<file path="config.mk">
export PLATFORM = sky130hd
export DESIGN_NAME = npio_port
export DESIGN_NICKNAME = d
export VERILOG_FILES = /design/src/rtl/npio_pkg.sv /design/src/rtl/npio_sync.sv /design/src/rtl/npio_irq.sv /design/src/rtl/npio_port.sv
export SDC_FILE = /design/constraint.sdc
export NUM_CORES = 1
export LEC_CHECK = 0
export BUFFER_PORTS_ARGS = -buffer_cell sky130_fd_sc_hd__buf_4
export CAP_MARGIN = 20
export CORE_MARGIN = 1.5
export CORE_UTILIZATION = 49
export CTS_CLUSTER_SIZE = 28
export DETAILED_ROUTE_END_ITERATION = 10
export GPL_TIMING_DRIVEN = 1
export HOLD_SLACK_MARGIN = 0.15
export PLACE_DENSITY_LB_ADDON = 0.3
export SYNTH_ARGS = -nofsm -noshare
export SYNTH_HDL_FRONTEND = slang
export SYNTH_SLANG_ARGS = --single-unit
</file>
<file path="constraint.sdc">
create_clock -name clk_sys -period 1.6 [get_ports clk_sys]
set_input_delay 0.16 -clock clk_sys [delete_from_list [all_inputs] [get_ports clk_sys]]
set_output_delay 0.16 -clock clk_sys [all_outputs]
set_load 0.01 [all_outputs]
</file>
<file path="src/rtl/npio_pkg.sv">
package npio_pkg;

	// register indices; byte address is four times the index
	localparam logic [13:0] IDX_DIR_LOW    = 14'h2004;
	localparam logic [13:0] IDX_DATA_LOW   = 14'h2005;
	localparam logic [13:0] IDX_EN_LOW     = 14'h2006;
	localparam logic [13:0] IDX_FLAGS_LOW  = 14'h2007;
	localparam logic [13:0] IDX_DIR_NINTH  = 14'h2044;
	localparam logic [13:0] IDX_DATA_NINTH = 14'h2045;
	localparam logic [13:0] IDX_EN_NINTH   = 14'h2046;
	localparam logic [13:0] IDX_FLAGS_NINTH = 14'h2047;
	localparam logic [13:0] IDX_SELECT     = 14'h2049;
	localparam logic [13:0] IDX_IRQ_STATUS = 14'h2050;
	localparam logic [13:0] IDX_IRQ_MASK   = 14'h2051;

	// field layout
	localparam int NUM_LINES      = 9;
	localparam int NUM_LOW        = 8;
	localparam int NINTH_DATA_BIT = 0;
	localparam int NINTH_SEL_BIT  = 1;

	// reset values
	localparam logic [7:0] SELECT_RESET    = 8'hff;
	localparam logic       NINTH_SEL_RESET = 1'h1;
	localparam logic [8:0] DIR_RESET       = 9'h000;
	localparam logic [8:0] DATA_RESET      = 9'h000;
	localparam logic [8:0] EN_RESET        = 9'h000;
	localparam logic [8:0] FLAGS_RESET     = 9'h000;
	localparam logic [8:0] STATUS_RESET    = 9'h000;
	localparam logic [8:0] MASK_RESET      = 9'h000;

	// synchroniser depth ahead of edge detection
	localparam int SYNC_STAGES = 2;

endpackage

</file>
<file path="src/rtl/npio_sync.sv">
`timescale 1ns/1ps
module npio_sync (
	input  wire logic       clk_sys,
	input  wire logic       rst_n,
	input  wire logic [8:0] pin_in,
	output logic      [8:0] level,
	output logic      [8:0] change
);

	typedef struct packed {
		logic [8:0] meta;
		logic [8:0] lvl;
		logic [8:0] prev;
		logic [8:0] chg;
	} npio_sync_s;

	npio_sync_s st;
	npio_sync_s next_st;

	// meta is read only by lvl; edges come from lvl against prev
	always_comb begin
		next_st      = st;
		next_st.meta = pin_in;
		next_st.lvl  = st.meta;
		next_st.prev = st.lvl;
		next_st.chg  = st.lvl ^ st.prev;
	end

	always_ff @(posedge clk_sys or negedge rst_n) begin
		if (!rst_n) begin
			st <= '0;
		end else begin
			st <= next_st;
		end
	end

	assign level  = st.lvl;
	assign change = st.chg;
endmodule

</file>
<file path="src/rtl/npio_irq.sv">
`timescale 1ns/1ps
module npio_irq (
	input  wire logic       clk_sys,
	input  wire logic       rst_n,
	input  wire logic [8:0] flags,
	input  wire logic [8:0] status,
	input  wire logic [8:0] mask,
	input  wire logic       other_periph_irq,
	output logic            periph_irq_n,
	output logic            irq
);

	typedef struct packed {
		logic req_n;
		logic irq;
	} npio_irq_s;

	npio_irq_s st;
	npio_irq_s next_st;

	always_comb begin
		next_st       = st;
		// pending change flags and other peripheral sources share one line
		next_st.req_n = !((|flags) || other_periph_irq);
		next_st.irq   = |(status & mask);
	end

	always_ff @(posedge clk_sys or negedge rst_n) begin
		if (!rst_n) begin
			st <= '{req_n: 1'h1, irq: 1'h0};
		end else begin
			st <= next_st;
		end
	end

	assign periph_irq_n = st.req_n;
	assign irq          = st.irq;
endmodule

</file>
<file path="src/rtl/npio_port.sv">
// Decided for this implementation: the register addresses and register access over Avalon-MM.
`timescale 1ns/1ps
// Summary of operation
// - select bit one means general io, zero alternate
// - select register resets to all ones
// - ninth line select is second data bit 1
// - direction bit zero input, one output
// - reset clears both direction registers
// - data reads pin on input, drives output
// - interrupt needs general io, input, enable
// - any edge sets flag and shared request
// - reading a flag register clears it
// - reset clears both interrupt enable registers
// - io request merged onto peripheral request line
// - request low until all flags read
module npio_port (
	input  wire logic        clk_sys,
	input  wire logic        rst_n,
	input  wire logic [15:0] avs_address,
	input  wire logic        avs_read,
	input  wire logic        avs_write,
	input  wire logic [31:0] avs_writedata,
	input  wire logic [3:0]  avs_byteenable,
	output logic      [31:0] avs_readdata,
	output logic             avs_waitrequest,
	input  wire logic [8:0]  pin_in,
	output logic      [8:0]  pin_out,
	output logic      [8:0]  pin_oe_n,
	input  wire logic [8:0]  alt_out,
	input  wire logic [8:0]  alt_oe,
	output logic      [8:0]  alt_in,
	input  wire logic        other_periph_irq,
	output logic             periph_irq_n,
	output logic             irq
);

	typedef struct packed {
		logic [7:0]  sel;
		logic        sel_ninth;
		logic [8:0]  dir;
		logic [8:0]  data;
		logic [8:0]  en;
		logic [8:0]  flags;
		logic [8:0]  status;
		logic [8:0]  mask;
		logic        waitreq;
		logic [31:0] rdata;
		logic [8:0]  pin_out;
		logic [8:0]  pin_oe_n;
	} npio_state_s;

	npio_state_s st;
	npio_state_s next_st;

	logic [8:0] level;
	logic [8:0] change;
	logic [8:0] gpio_sel;
	logic [8:0] set_vec;
	logic [8:0] rd_lines;
	logic       req;
	logic       access;

	function automatic logic hit(input logic [15:0] addr, input logic [13:0] idx);
		hit = (addr[15:2] == idx);
	endfunction

	// byte lane 0 carries bits 7..0, lane 1 carries bit 8
	function automatic logic [8:0] merge9(input logic [8:0]  old,
	                                      input logic [31:0] wd,
	                                      input logic [3:0]  be);
		merge9 = {be[1] ? wd[8] : old[8], be[0] ? wd[7:0] : old[7:0]};
	endfunction

	npio_sync u_sync (
		.clk_sys (clk_sys),
		.rst_n   (rst_n),
		.pin_in  (pin_in),
		.level   (level),
		.change  (change)
	);

	npio_irq u_irq (
		.clk_sys          (clk_sys),
		.rst_n            (rst_n),
		.flags            (st.flags),
		.status           (st.status),
		.mask             (st.mask),
		.other_periph_irq (other_periph_irq),
		.periph_irq_n     (periph_irq_n),
		.irq              (irq)
	);

	assign gpio_sel = {st.sel_ninth, st.sel};
	// a line can flag only as an enabled general io input
	assign set_vec  = change & gpio_sel & ~st.dir & st.en;
	// inputs read the pin, outputs read back the driven value
	assign rd_lines = (gpio_sel & st.dir & st.data) | (~(gpio_sel & st.dir) & level);
	assign req      = avs_read || avs_write;
	// the access completes on the edge where waitrequest is seen low
	assign access   = req && !st.waitreq;

	always_comb begin
		next_st = st;

		// one wait state: read data is sampled on the same edge that drops waitrequest
		next_st.waitreq = !(req && st.waitreq);
		if (req && st.waitreq && avs_read) begin
			next_st.rdata = 32'h0000_0000;
			if (hit(avs_address, npio_pkg::IDX_SELECT)) begin
				next_st.rdata[7:0] = st.sel;
			end else if (hit(avs_address, npio_pkg::IDX_DIR_LOW)) begin
				next_st.rdata[7:0] = st.dir[7:0];
			end else if (hit(avs_address, npio_pkg::IDX_DIR_NINTH)) begin
				next_st.rdata[0] = st.dir[8];
			end else if (hit(avs_address, npio_pkg::IDX_DATA_LOW)) begin
				next_st.rdata[7:0] = rd_lines[7:0];
			end else if (hit(avs_address, npio_pkg::IDX_DATA_NINTH)) begin
				next_st.rdata[npio_pkg::NINTH_DATA_BIT] = rd_lines[8];
				next_st.rdata[npio_pkg::NINTH_SEL_BIT]  = st.sel_ninth;
			end else if (hit(avs_address, npio_pkg::IDX_EN_LOW)) begin
				next_st.rdata[7:0] = st.en[7:0];
			end else if (hit(avs_address, npio_pkg::IDX_EN_NINTH)) begin
				next_st.rdata[0] = st.en[8];
			end else if (hit(avs_address, npio_pkg::IDX_FLAGS_LOW)) begin
				next_st.rdata[7:0] = st.flags[7:0];
			end else if (hit(avs_address, npio_pkg::IDX_FLAGS_NINTH)) begin
				next_st.rdata[0] = st.flags[8];
			end else if (hit(avs_address, npio_pkg::IDX_IRQ_STATUS)) begin
				next_st.rdata[8:0] = st.status;
			end else if (hit(avs_address, npio_pkg::IDX_IRQ_MASK)) begin
				next_st.rdata[8:0] = st.mask;
			end
		end

		// writes take effect at the completing edge
		if (access && avs_write) begin
			if (hit(avs_address, npio_pkg::IDX_SELECT) && avs_byteenable[0]) begin
				next_st.sel = avs_writedata[7:0];
			end
			if (hit(avs_address, npio_pkg::IDX_DIR_LOW) && avs_byteenable[0]) begin
				next_st.dir[7:0] = avs_writedata[7:0];
			end
			if (hit(avs_address, npio_pkg::IDX_DIR_NINTH) && avs_byteenable[0]) begin
				next_st.dir[8] = avs_writedata[0];
			end
			if (hit(avs_address, npio_pkg::IDX_DATA_LOW) && avs_byteenable[0]) begin
				next_st.data[7:0] = avs_writedata[7:0];
			end
			if (hit(avs_address, npio_pkg::IDX_DATA_NINTH) && avs_byteenable[0]) begin
				next_st.data[8]    = avs_writedata[npio_pkg::NINTH_DATA_BIT];
				next_st.sel_ninth  = avs_writedata[npio_pkg::NINTH_SEL_BIT];
			end
			if (hit(avs_address, npio_pkg::IDX_EN_LOW) && avs_byteenable[0]) begin
				next_st.en[7:0] = avs_writedata[7:0];
			end
			if (hit(avs_address, npio_pkg::IDX_EN_NINTH) && avs_byteenable[0]) begin
				next_st.en[8] = avs_writedata[0];
			end
			if (hit(avs_address, npio_pkg::IDX_IRQ_MASK)) begin
				next_st.mask = merge9(st.mask, avs_writedata, avs_byteenable);
			end
			if (hit(avs_address, npio_pkg::IDX_IRQ_STATUS)) begin
				next_st.status = st.status &
				                 ~merge9(9'h000, avs_writedata, avs_byteenable);
			end
		end

		// read clears only the bits returned, so a later edge is never lost
		if (access && avs_read && hit(avs_address, npio_pkg::IDX_FLAGS_LOW)) begin
			next_st.flags[7:0] = st.flags[7:0] & ~st.rdata[7:0];
		end
		if (access && avs_read && hit(avs_address, npio_pkg::IDX_FLAGS_NINTH)) begin
			next_st.flags[8] = st.flags[8] & ~st.rdata[0];
		end

		// new edges win over a clear in the same cycle
		next_st.flags  = next_st.flags | set_vec;
		next_st.status = next_st.status | set_vec;

		// pin drive: general io from registers, otherwise the peripheral
		next_st.pin_out  = (gpio_sel & st.data) | (~gpio_sel & alt_out);
		next_st.pin_oe_n = ~((gpio_sel & st.dir) | (~gpio_sel & alt_oe));
	end

	always_ff @(posedge clk_sys or negedge rst_n) begin
		if (!rst_n) begin
			st.sel       <= npio_pkg::SELECT_RESET;
			st.sel_ninth <= npio_pkg::NINTH_SEL_RESET;
			st.dir       <= npio_pkg::DIR_RESET;
			st.data      <= npio_pkg::DATA_RESET;
			st.en        <= npio_pkg::EN_RESET;
			st.flags     <= npio_pkg::FLAGS_RESET;
			st.status    <= npio_pkg::STATUS_RESET;
			st.mask      <= npio_pkg::MASK_RESET;
			st.waitreq   <= 1'h1;
			st.rdata     <= 32'h0000_0000;
			st.pin_out   <= 9'h000;
			st.pin_oe_n  <= 9'h1ff;
		end else begin
			st <= next_st;
		end
	end

	assign avs_readdata    = st.rdata;
	assign avs_waitrequest = st.waitreq;
	assign pin_out         = st.pin_out;
	assign pin_oe_n        = st.pin_oe_n;
	assign alt_in          = level;
endmodule

</file>
==> results of run 1 <==
critical path: stages:
cell and delay [ns]:
buf_8 0.10, or4_4 0.54, buf_6 0.14, nor3_2 0.16
buf_4 0.15, nand4_1 0.22, buf_6 0.24, mux2_4 0.29
per-stage QoR:
stage | hold WS [ns] | TNS, ns | util (%) | setup WS, ns | total power [mW]
4_1_cts | 0.208 | -1.54 | 70.0 | -0.0663 | 8.37
3_5_place_dp | 0.248 | -27.45 | 59.5 | -0.580 | 4.10
6_report | 0.232 | -1.19 | 71.8 | -0.101 | 8.33
5_1_grt | 0.229 | -2.88 | 71.8 | -0.105 | 8.61
3_3_place_gp | 0.238 | -26.83 | 59.5 | -0.544 | 4.09
2_1_floorplan | -0.136 | -14.82 | - | -0.349 | 3.77
cell type report:
| cell class | instances | area (um^2) |
|---|---|---|
| fill | 866 | 3400 |
| sequential | 129 | 3250 |
| multi-input combinational | 315 | 2690 |
| timing repair buffer | 217 | 1850 |
| clock buffer | 21 | 460 |
| tap | 168 | 210 |
| clock inverter | 11 | 178 |
| inverter | 6 | 22.5 |
kinds of logic after synthesis:
| logic type | Yosys count |
|---|---|
| simple gates | 123 |
| other cells | 1 |
| xor+xnor | 9 |
| flops | 129 |
| buf+inv | 80 |
| compound gates | 81 |
| mux | 79 |
routing by layer:
| layer | track usage [%] | part of all wire, % | vias to the layer above |
|---|---|---|---|
| li1 | - | - | 2120 |
| met1 | 37.7 | 44 | 2386 |
| met2 | 43.3 | 48 | 170 |
| met3 | 6.72 | 5.8 | 29 |
| met4 | 10.0 | 1.8 | 0 |
| met5 | 0 | 0 | - |
worst max-delay path by stage:
stage	startpoint	to	depth (start not counted)
floorplan	avs_address[11]	avs_readdata[3]$_DFFE_PN0P_	6
CTS	avs_waitrequest$_DFF_PN1_	gpio_sel[3]$_DFFE_PN1P_	6
finish	avs_address[12]	st[87]$_DFFE_PN0P_	8
global route	avs_waitrequest$_DFF_PN1_	gpio_sel[3]$_DFFE_PN1P_	6
detailed placement	avs_address[11]	avs_readdata[5]$_DFFE_PN0P_	7
global placement	avs_address[11]	avs_readdata[3]$_DFFE_PN0P_	6
power breakdown:
part           switching (mW)  internal [mW]  leakage (nW)
logic                   0.363          0.383          2.26
clock network            1.46           2.70         0.300
registers              0.0598           3.37          1.62
total                    1.88           6.45          4.18
sequential cells by signal (all words and copies together), names as in the netlist:
name                cells
u_irq.periph_irq_n      1
avs_readdata            9
avs_waitrequest         1
u_sync.next_st          9
gpio_sel                9
u_sync.st               9
u_sync.level            9
pin_oe_n                9
pin_out                 9
u_irq.irq               1
st                     54
u_sync.change           9
cells in the mapped netlist, drive strengths merged, types with 6 or more instances:
master  number  area share (%)
buf         62             7.5
o21ai       16             1.3
clkbuf      12            0.74
inv          6            0.37
dfstp       20             8.7
and4b        7             1.2
mux2i       25             4.1
mux2        54              10
nand3        9            0.74
dfrtp      109              45
nor3         8             1.0
a21oi       10            0.82
nor2         7            0.43
a21o        18             2.2
or4          7            0.99
nand2       46             2.8
xor2         9             1.3
timing repair:
action                                  CTS  global route
pin swaps                                15            29
endpoints found under the hold margin   207             0
resized for setup                        44            56
endpoints found under the setup margin   41            64
hold buffers                             41             0
buffers inserted                          8             2
==> run_results.csv, run 1 <==
group,metric,value,unit
outcome,status,"complete, but fails checks",
outcome,failed_checks,"setup timing",
min_path,whs_endpoint,"st[77]$_DFF_PN0_",
floorplan,core_area,0.0121,mm^2
clocking,cts_buffer_depth,2,
placement,port_buffers,95,
sta,slew-limit-headroom,60.2,%
pwr,ir_drop,0.839,mV
sta,min_period,1.70,ns
floorplan,rows,40,
logic_synthesis,synth_cells,502,
critical_path,end_kind,"register",
sta,hold_viol_final,0,
sta,fin_ws,-0.101,ns
logic_synthesis,netlist_area,0.00607,mm^2
logic_synthesis,synth_top_family_by_area,"multiplexers",
sta,fmax,0.588,GHz
logic_synthesis,yosys_warnings,0,
critical_path,cp_max_fo,4,
logic_synthesis,async_flop_share,100,%
detailed_routing,drtIter0Drc,289,
critical_path,reg2reg_from,"avs_waitrequest$_DFF_PN1_",
placement,post_dp_cell_area,0.00718,mm^2
logic_synthesis,ys_ff_latch,129,
placement,placed_cells,784,
critical_path,cp-start-kind,"input port",
logic_synthesis,synth-edff-count,0,
pwr,total_leakage_power,4.18,nW
sta,fin_crit_sh,106,%
logic_synthesis,synth_compound_area_share,9.47,%
detailed_routing,vias,4705,
placement,place_hpwl,11700,um
clocking,htree_levels,4,
logic_synthesis,muxShareOfSynthArea,14.1,%
final_layout,final_common_cell,"buf_4",
job,cap_viol_max_count,0,
clocking,clkTransAtPathRegs,0.05,ns
detailed_routing,drt_drc_violations_left,0,
sta,rsz0062_at_grt,"true",
clocking,cts.sinks,129,
grt,grt_pass1_wl,26900,um
critical_path,crit_arrival,2.00,ns
min_path,min_path_cells,6,
detailed_routing,routed_wl,17000,um
grt,antenna_found_initial,0,
logic_synthesis,synth_cell_types,62,
clocking,cts_tree,"yes",
logic_synthesis,synth_seq_area_share,53.6,%
placement,place_congestion,0.881,
detailed_routing,wire_per_inst,19.6,um
logic_synthesis,synth_simple_gate_area_share,12.8,%
min_path,min_from,"avs_address[12]",
logic_synthesis,synth_fa_ha_area_share,0,%
grt,grt_use_total,27.7,%
floorplan,die_area,0.0131,mm^2
floorplan,die_w,114,um
logic_synthesis,avgSynthCellArea,12.1,um^2
final_layout,instances_no_fill,867,
final_layout,drive_gt1_share,46.5,%
critical_path,r2r_setup_slack,-0.06,ns
floorplan,initial_core_util,50.3,%
floorplan,die_y,114,um
grt,grt_pass1_vias,4888,
final_layout,final_area,0.00866,mm^2
clocking,clk_latency,0.42,ns
floorplan,ios,146,
sta,worst_slew_pin_slew,0.589,ns
critical_path,crit_type,"in -> reg",
detailed_routing,drt-pass1-iter-count,5,
final_layout,diodes,0,
grt,grt_max_degree,88,
final_layout,syn_to_final_growth,42.8,%
logic_synthesis,ys.flop_type,"dfrtp_1",
critical_path,critPathRequiredTime,1.90,ns
sta,slew_viol_final,0,
critical_path,ff2ff_path_depth,4,
pwr,power.density,962,mW/mm^2
min_path,hold_path.class,"in -> reg",
detailed_routing,viasPerCell,5.43,
clocking,clock-root-buffer,"clkbuf_16",
final_layout,layout_common_cells,"150 x buf_4, 109 x dfrtp_1, 41 x dlygate4sd3_1",
final_layout,layout.nets,770,
sta,setup_viol,23,
detailed_routing,antenna_left,0,
sta,skew,0.00985,ns
critical_path,reg2reg_to,"st[87]$_DFFE_PN0P_",
logic_synthesis,synth_xor_area_share,1.30,%
grt,grt-ovfl-total,0,
clocking,cts_buffers,17,
No activity file was read; power rests on OpenSTA's default activity.
==> inputs of run 2 (changes only) <==
Settings changed: CORE_UTILIZATION 49 to 35.
Clock period 1.6 ns to 1.75 ns, I/O delays scaled along.
==> run 2 against run 1 <==
The run now ends clean; clock-buffer cell count fell by 3; first-iteration DRC count increased by 7.3%; global-route usage decreased by 8.1 points; hold slack better by 0.017 ns; clock power is 11% lower; wire length fell by 0.18%; clock skew increased by 0.012 ns; non-clock buffer count down 13; largest cell class unchanged; critical path depth down 3; final cell count up 4.5%; flip-flop and latch count did not move; total power is 10% lower.
==> run_results.csv, run 2 (same netlist as run 1, synthesis figures left out) <==
group,metric,value,unit
critical_path,cp_max_fo,6,
critical_path,crit_type,"reg -> reg",
detailed_routing,antenna_left,0,
critical_path,critPathRequiredTime,2.09,ns
sta,skew,0.0216,ns
pwr,power,7.46,mW
detailed_routing,drtIter0Drc,310,
placement,place_congestion,0.846,
clocking,cts_buffer_depth,2,
sta,rsz0062_at_grt,"true",
critical_path,crit_arrival,2.09,ns
sta,worst_slew_pin_slew,0.511,ns
grt,grt_pass1_vias,4779,
sta,hold_viol_final,0,
critical_path,reg2reg_from,"avs_waitrequest$_DFF_PN1_",
placement,port_buffers,95,
grt,grt_use_total,19.5,%
detailed_routing,drt_drc_violations_left,0,
job,cap_viol_max_count,0,
clocking,clock-root-buffer,"clkbuf_16",
final_layout,diodes,0,
sta,slew_viol_final,0,
clocking,cts.sinks,129,
critical_path,crit_path_frequent_cell,"buf_6",
final_layout,final_area,0.00834,mm^2
placement,post_dp_cell_area,0.00723,mm^2
placement,placed_cells,831,
min_path,hold_path.class,"in -> async",
sta,fmax,0.572,GHz
final_layout,largest_reg_flops,54,
clocking,clk_latency,0.43,ns
detailed_routing,viasPerCell,5.04,
clocking,cts_buffers,17,
clocking,cts_tree,"yes",
floorplan,rows,47,
final_layout,final_util,49.7,%
final_layout,largest_register,"st",
grt,grt_pass1_wl,26500,um
final_layout,layout_common_cells,"151 x buf_4, 109 x dfrtp_1, 46 x nand2_1, 46 x mux2_2, 41 x dlygate4sd3_1",
floorplan,ios,146,
final_layout,fill_cells,1513,
detailed_routing,wire_per_inst,18.7,um
grt,grt_max_degree,47,
detailed_routing,routed_wl,17000,um
pwr,power.density,895,mW/mm^2
floorplan,die_area,0.0181,mm^2
clocking,clkTransAtPathRegs,0.06,ns
grt,grt-ovfl-total,0,
detailed_routing,vias,4566,
critical_path,end_kind,"register",
final_layout,syn_to_final_growth,37.4,%
final_layout,final_common_cell,"buf_4",
critical_path,path_cells,"nand3b_1, buf_6, nor4b_4, buf_6, mux2_4",
grt,antenna_found_initial,0,
floorplan,core_area,0.0168,mm^2
critical_path,r2r_setup_slack,0.003,ns
pwr,ir_drop,0.673,mV
outcome,status,"finished, final reports clean",
pwr,total_leakage_power,3.97,nW
critical_path,ff2ff_path_depth,5,
sta,fin_crit_sh,99.8,%
critical_path,slowest_stage,"nor4b_4",
final_layout,drive_gt1_share,42.1,%
sta,min_period,1.75,ns
clocking,htree_levels,4,
sta,slew-limit-headroom,65.5,%
critical_path,cp-startpoint,"avs_waitrequest$_DFF_PN1_",
final_layout,instances_no_fill,906,
detailed_routing,drt-pass1-iter-count,7,
floorplan,die_y,135,um
critical_path,cp-start-kind,"register",
sta,setup_viol,0,
floorplan,initial_core_util,36.2,%
floorplan,die_w,135,um
placement,place_hpwl,12300,um
critical_path,reg2reg_to,"gpio_sel[6]$_DFFE_PN1P_",
critical_path,max_stage_delay,0.41,ns
final_layout,layout.nets,757,
## run 2: how the worst max path moves through the flow
stage                                  end  slack, ns  cells after the start
6_report           gpio_sel[6]$_DFFE_PN1P_      0.003                      5
5_1_grt            gpio_sel[2]$_DFFE_PN1P_      -0.03                      5
4_1_cts            gpio_sel[6]$_DFFE_PN1P_    -0.0009                      5
3_5_place_dp   avs_readdata[5]$_DFFE_PN0P_      -0.47                      7
3_3_place_gp            st[88]$_DFFE_PN0P_      -0.41                      8
2_1_floorplan  avs_readdata[3]$_DFFE_PN0P_      -0.21                      6
## run 2: worst max-delay path, delay by kind of cell, from the launching register on
family / cells / cell delay (ns)
AND/OR/NAND/NOR: 2 / 0.59
flip-flops: 1 / 0.40
buffers and inverters: 2 / 0.36
multiplexers: 1 / 0.29
## run 2: layout make-up
cell class / instances / area [um^2] / share of cell area [%]
repair buffers: 204 / 1700 / 20.4
inverters: 6 / 22.5 / 0.270
multi-input cells: 315 / 2470 / 29.6
flip-flops and latches: 129 / 3250 / 39.0
clock buffers: 18 / 439 / 5.27
well taps: 220 / 275 / 3.30
clock inverters: 14 / 176 / 2.12
## run 2: power breakdown
part | total, mW | switching, mW | internal, mW
sequential | 3.13 | 0.0519 | 3.08
clock | 3.69 | 1.39 | 2.30
combinational | 0.643 | 0.318 | 0.325
total | 7.46 | 1.76 | 5.70
## run 2: through the flow
stage,TNS [ns],hold WS (ns),setup slack (ns)
after global placement,-19.24,0.144,-0.412
after detailed placement,-20.73,0.144,-0.473
after floorplan,-6.73,-0.121,-0.214
after global routing,-0.169,0.280,-0.0332
final,0,0.249,0.00297
after CTS,-0.000924,0.236,-0.000924
## run 2: repair_timing
action,in CTS,in global routing
setup endpoints to repair,9,19
hold buffers,41,0
endpoints found under the hold margin,198,0
resized for setup,4,14
buffers inserted,0,2
pin swaps,2,5
## run 2: routing by layer
layer | up-vias | routed length, um | track usage [%]
li1 | 2102 | - | -
met1 | 2309 | 7910 | 26.3
met2 | 136 | 8060 | 31.0
met3 | 19 | 812 | 4.77
met4 | 0 | 190 | 6.15
met5 | - | 0 | 0
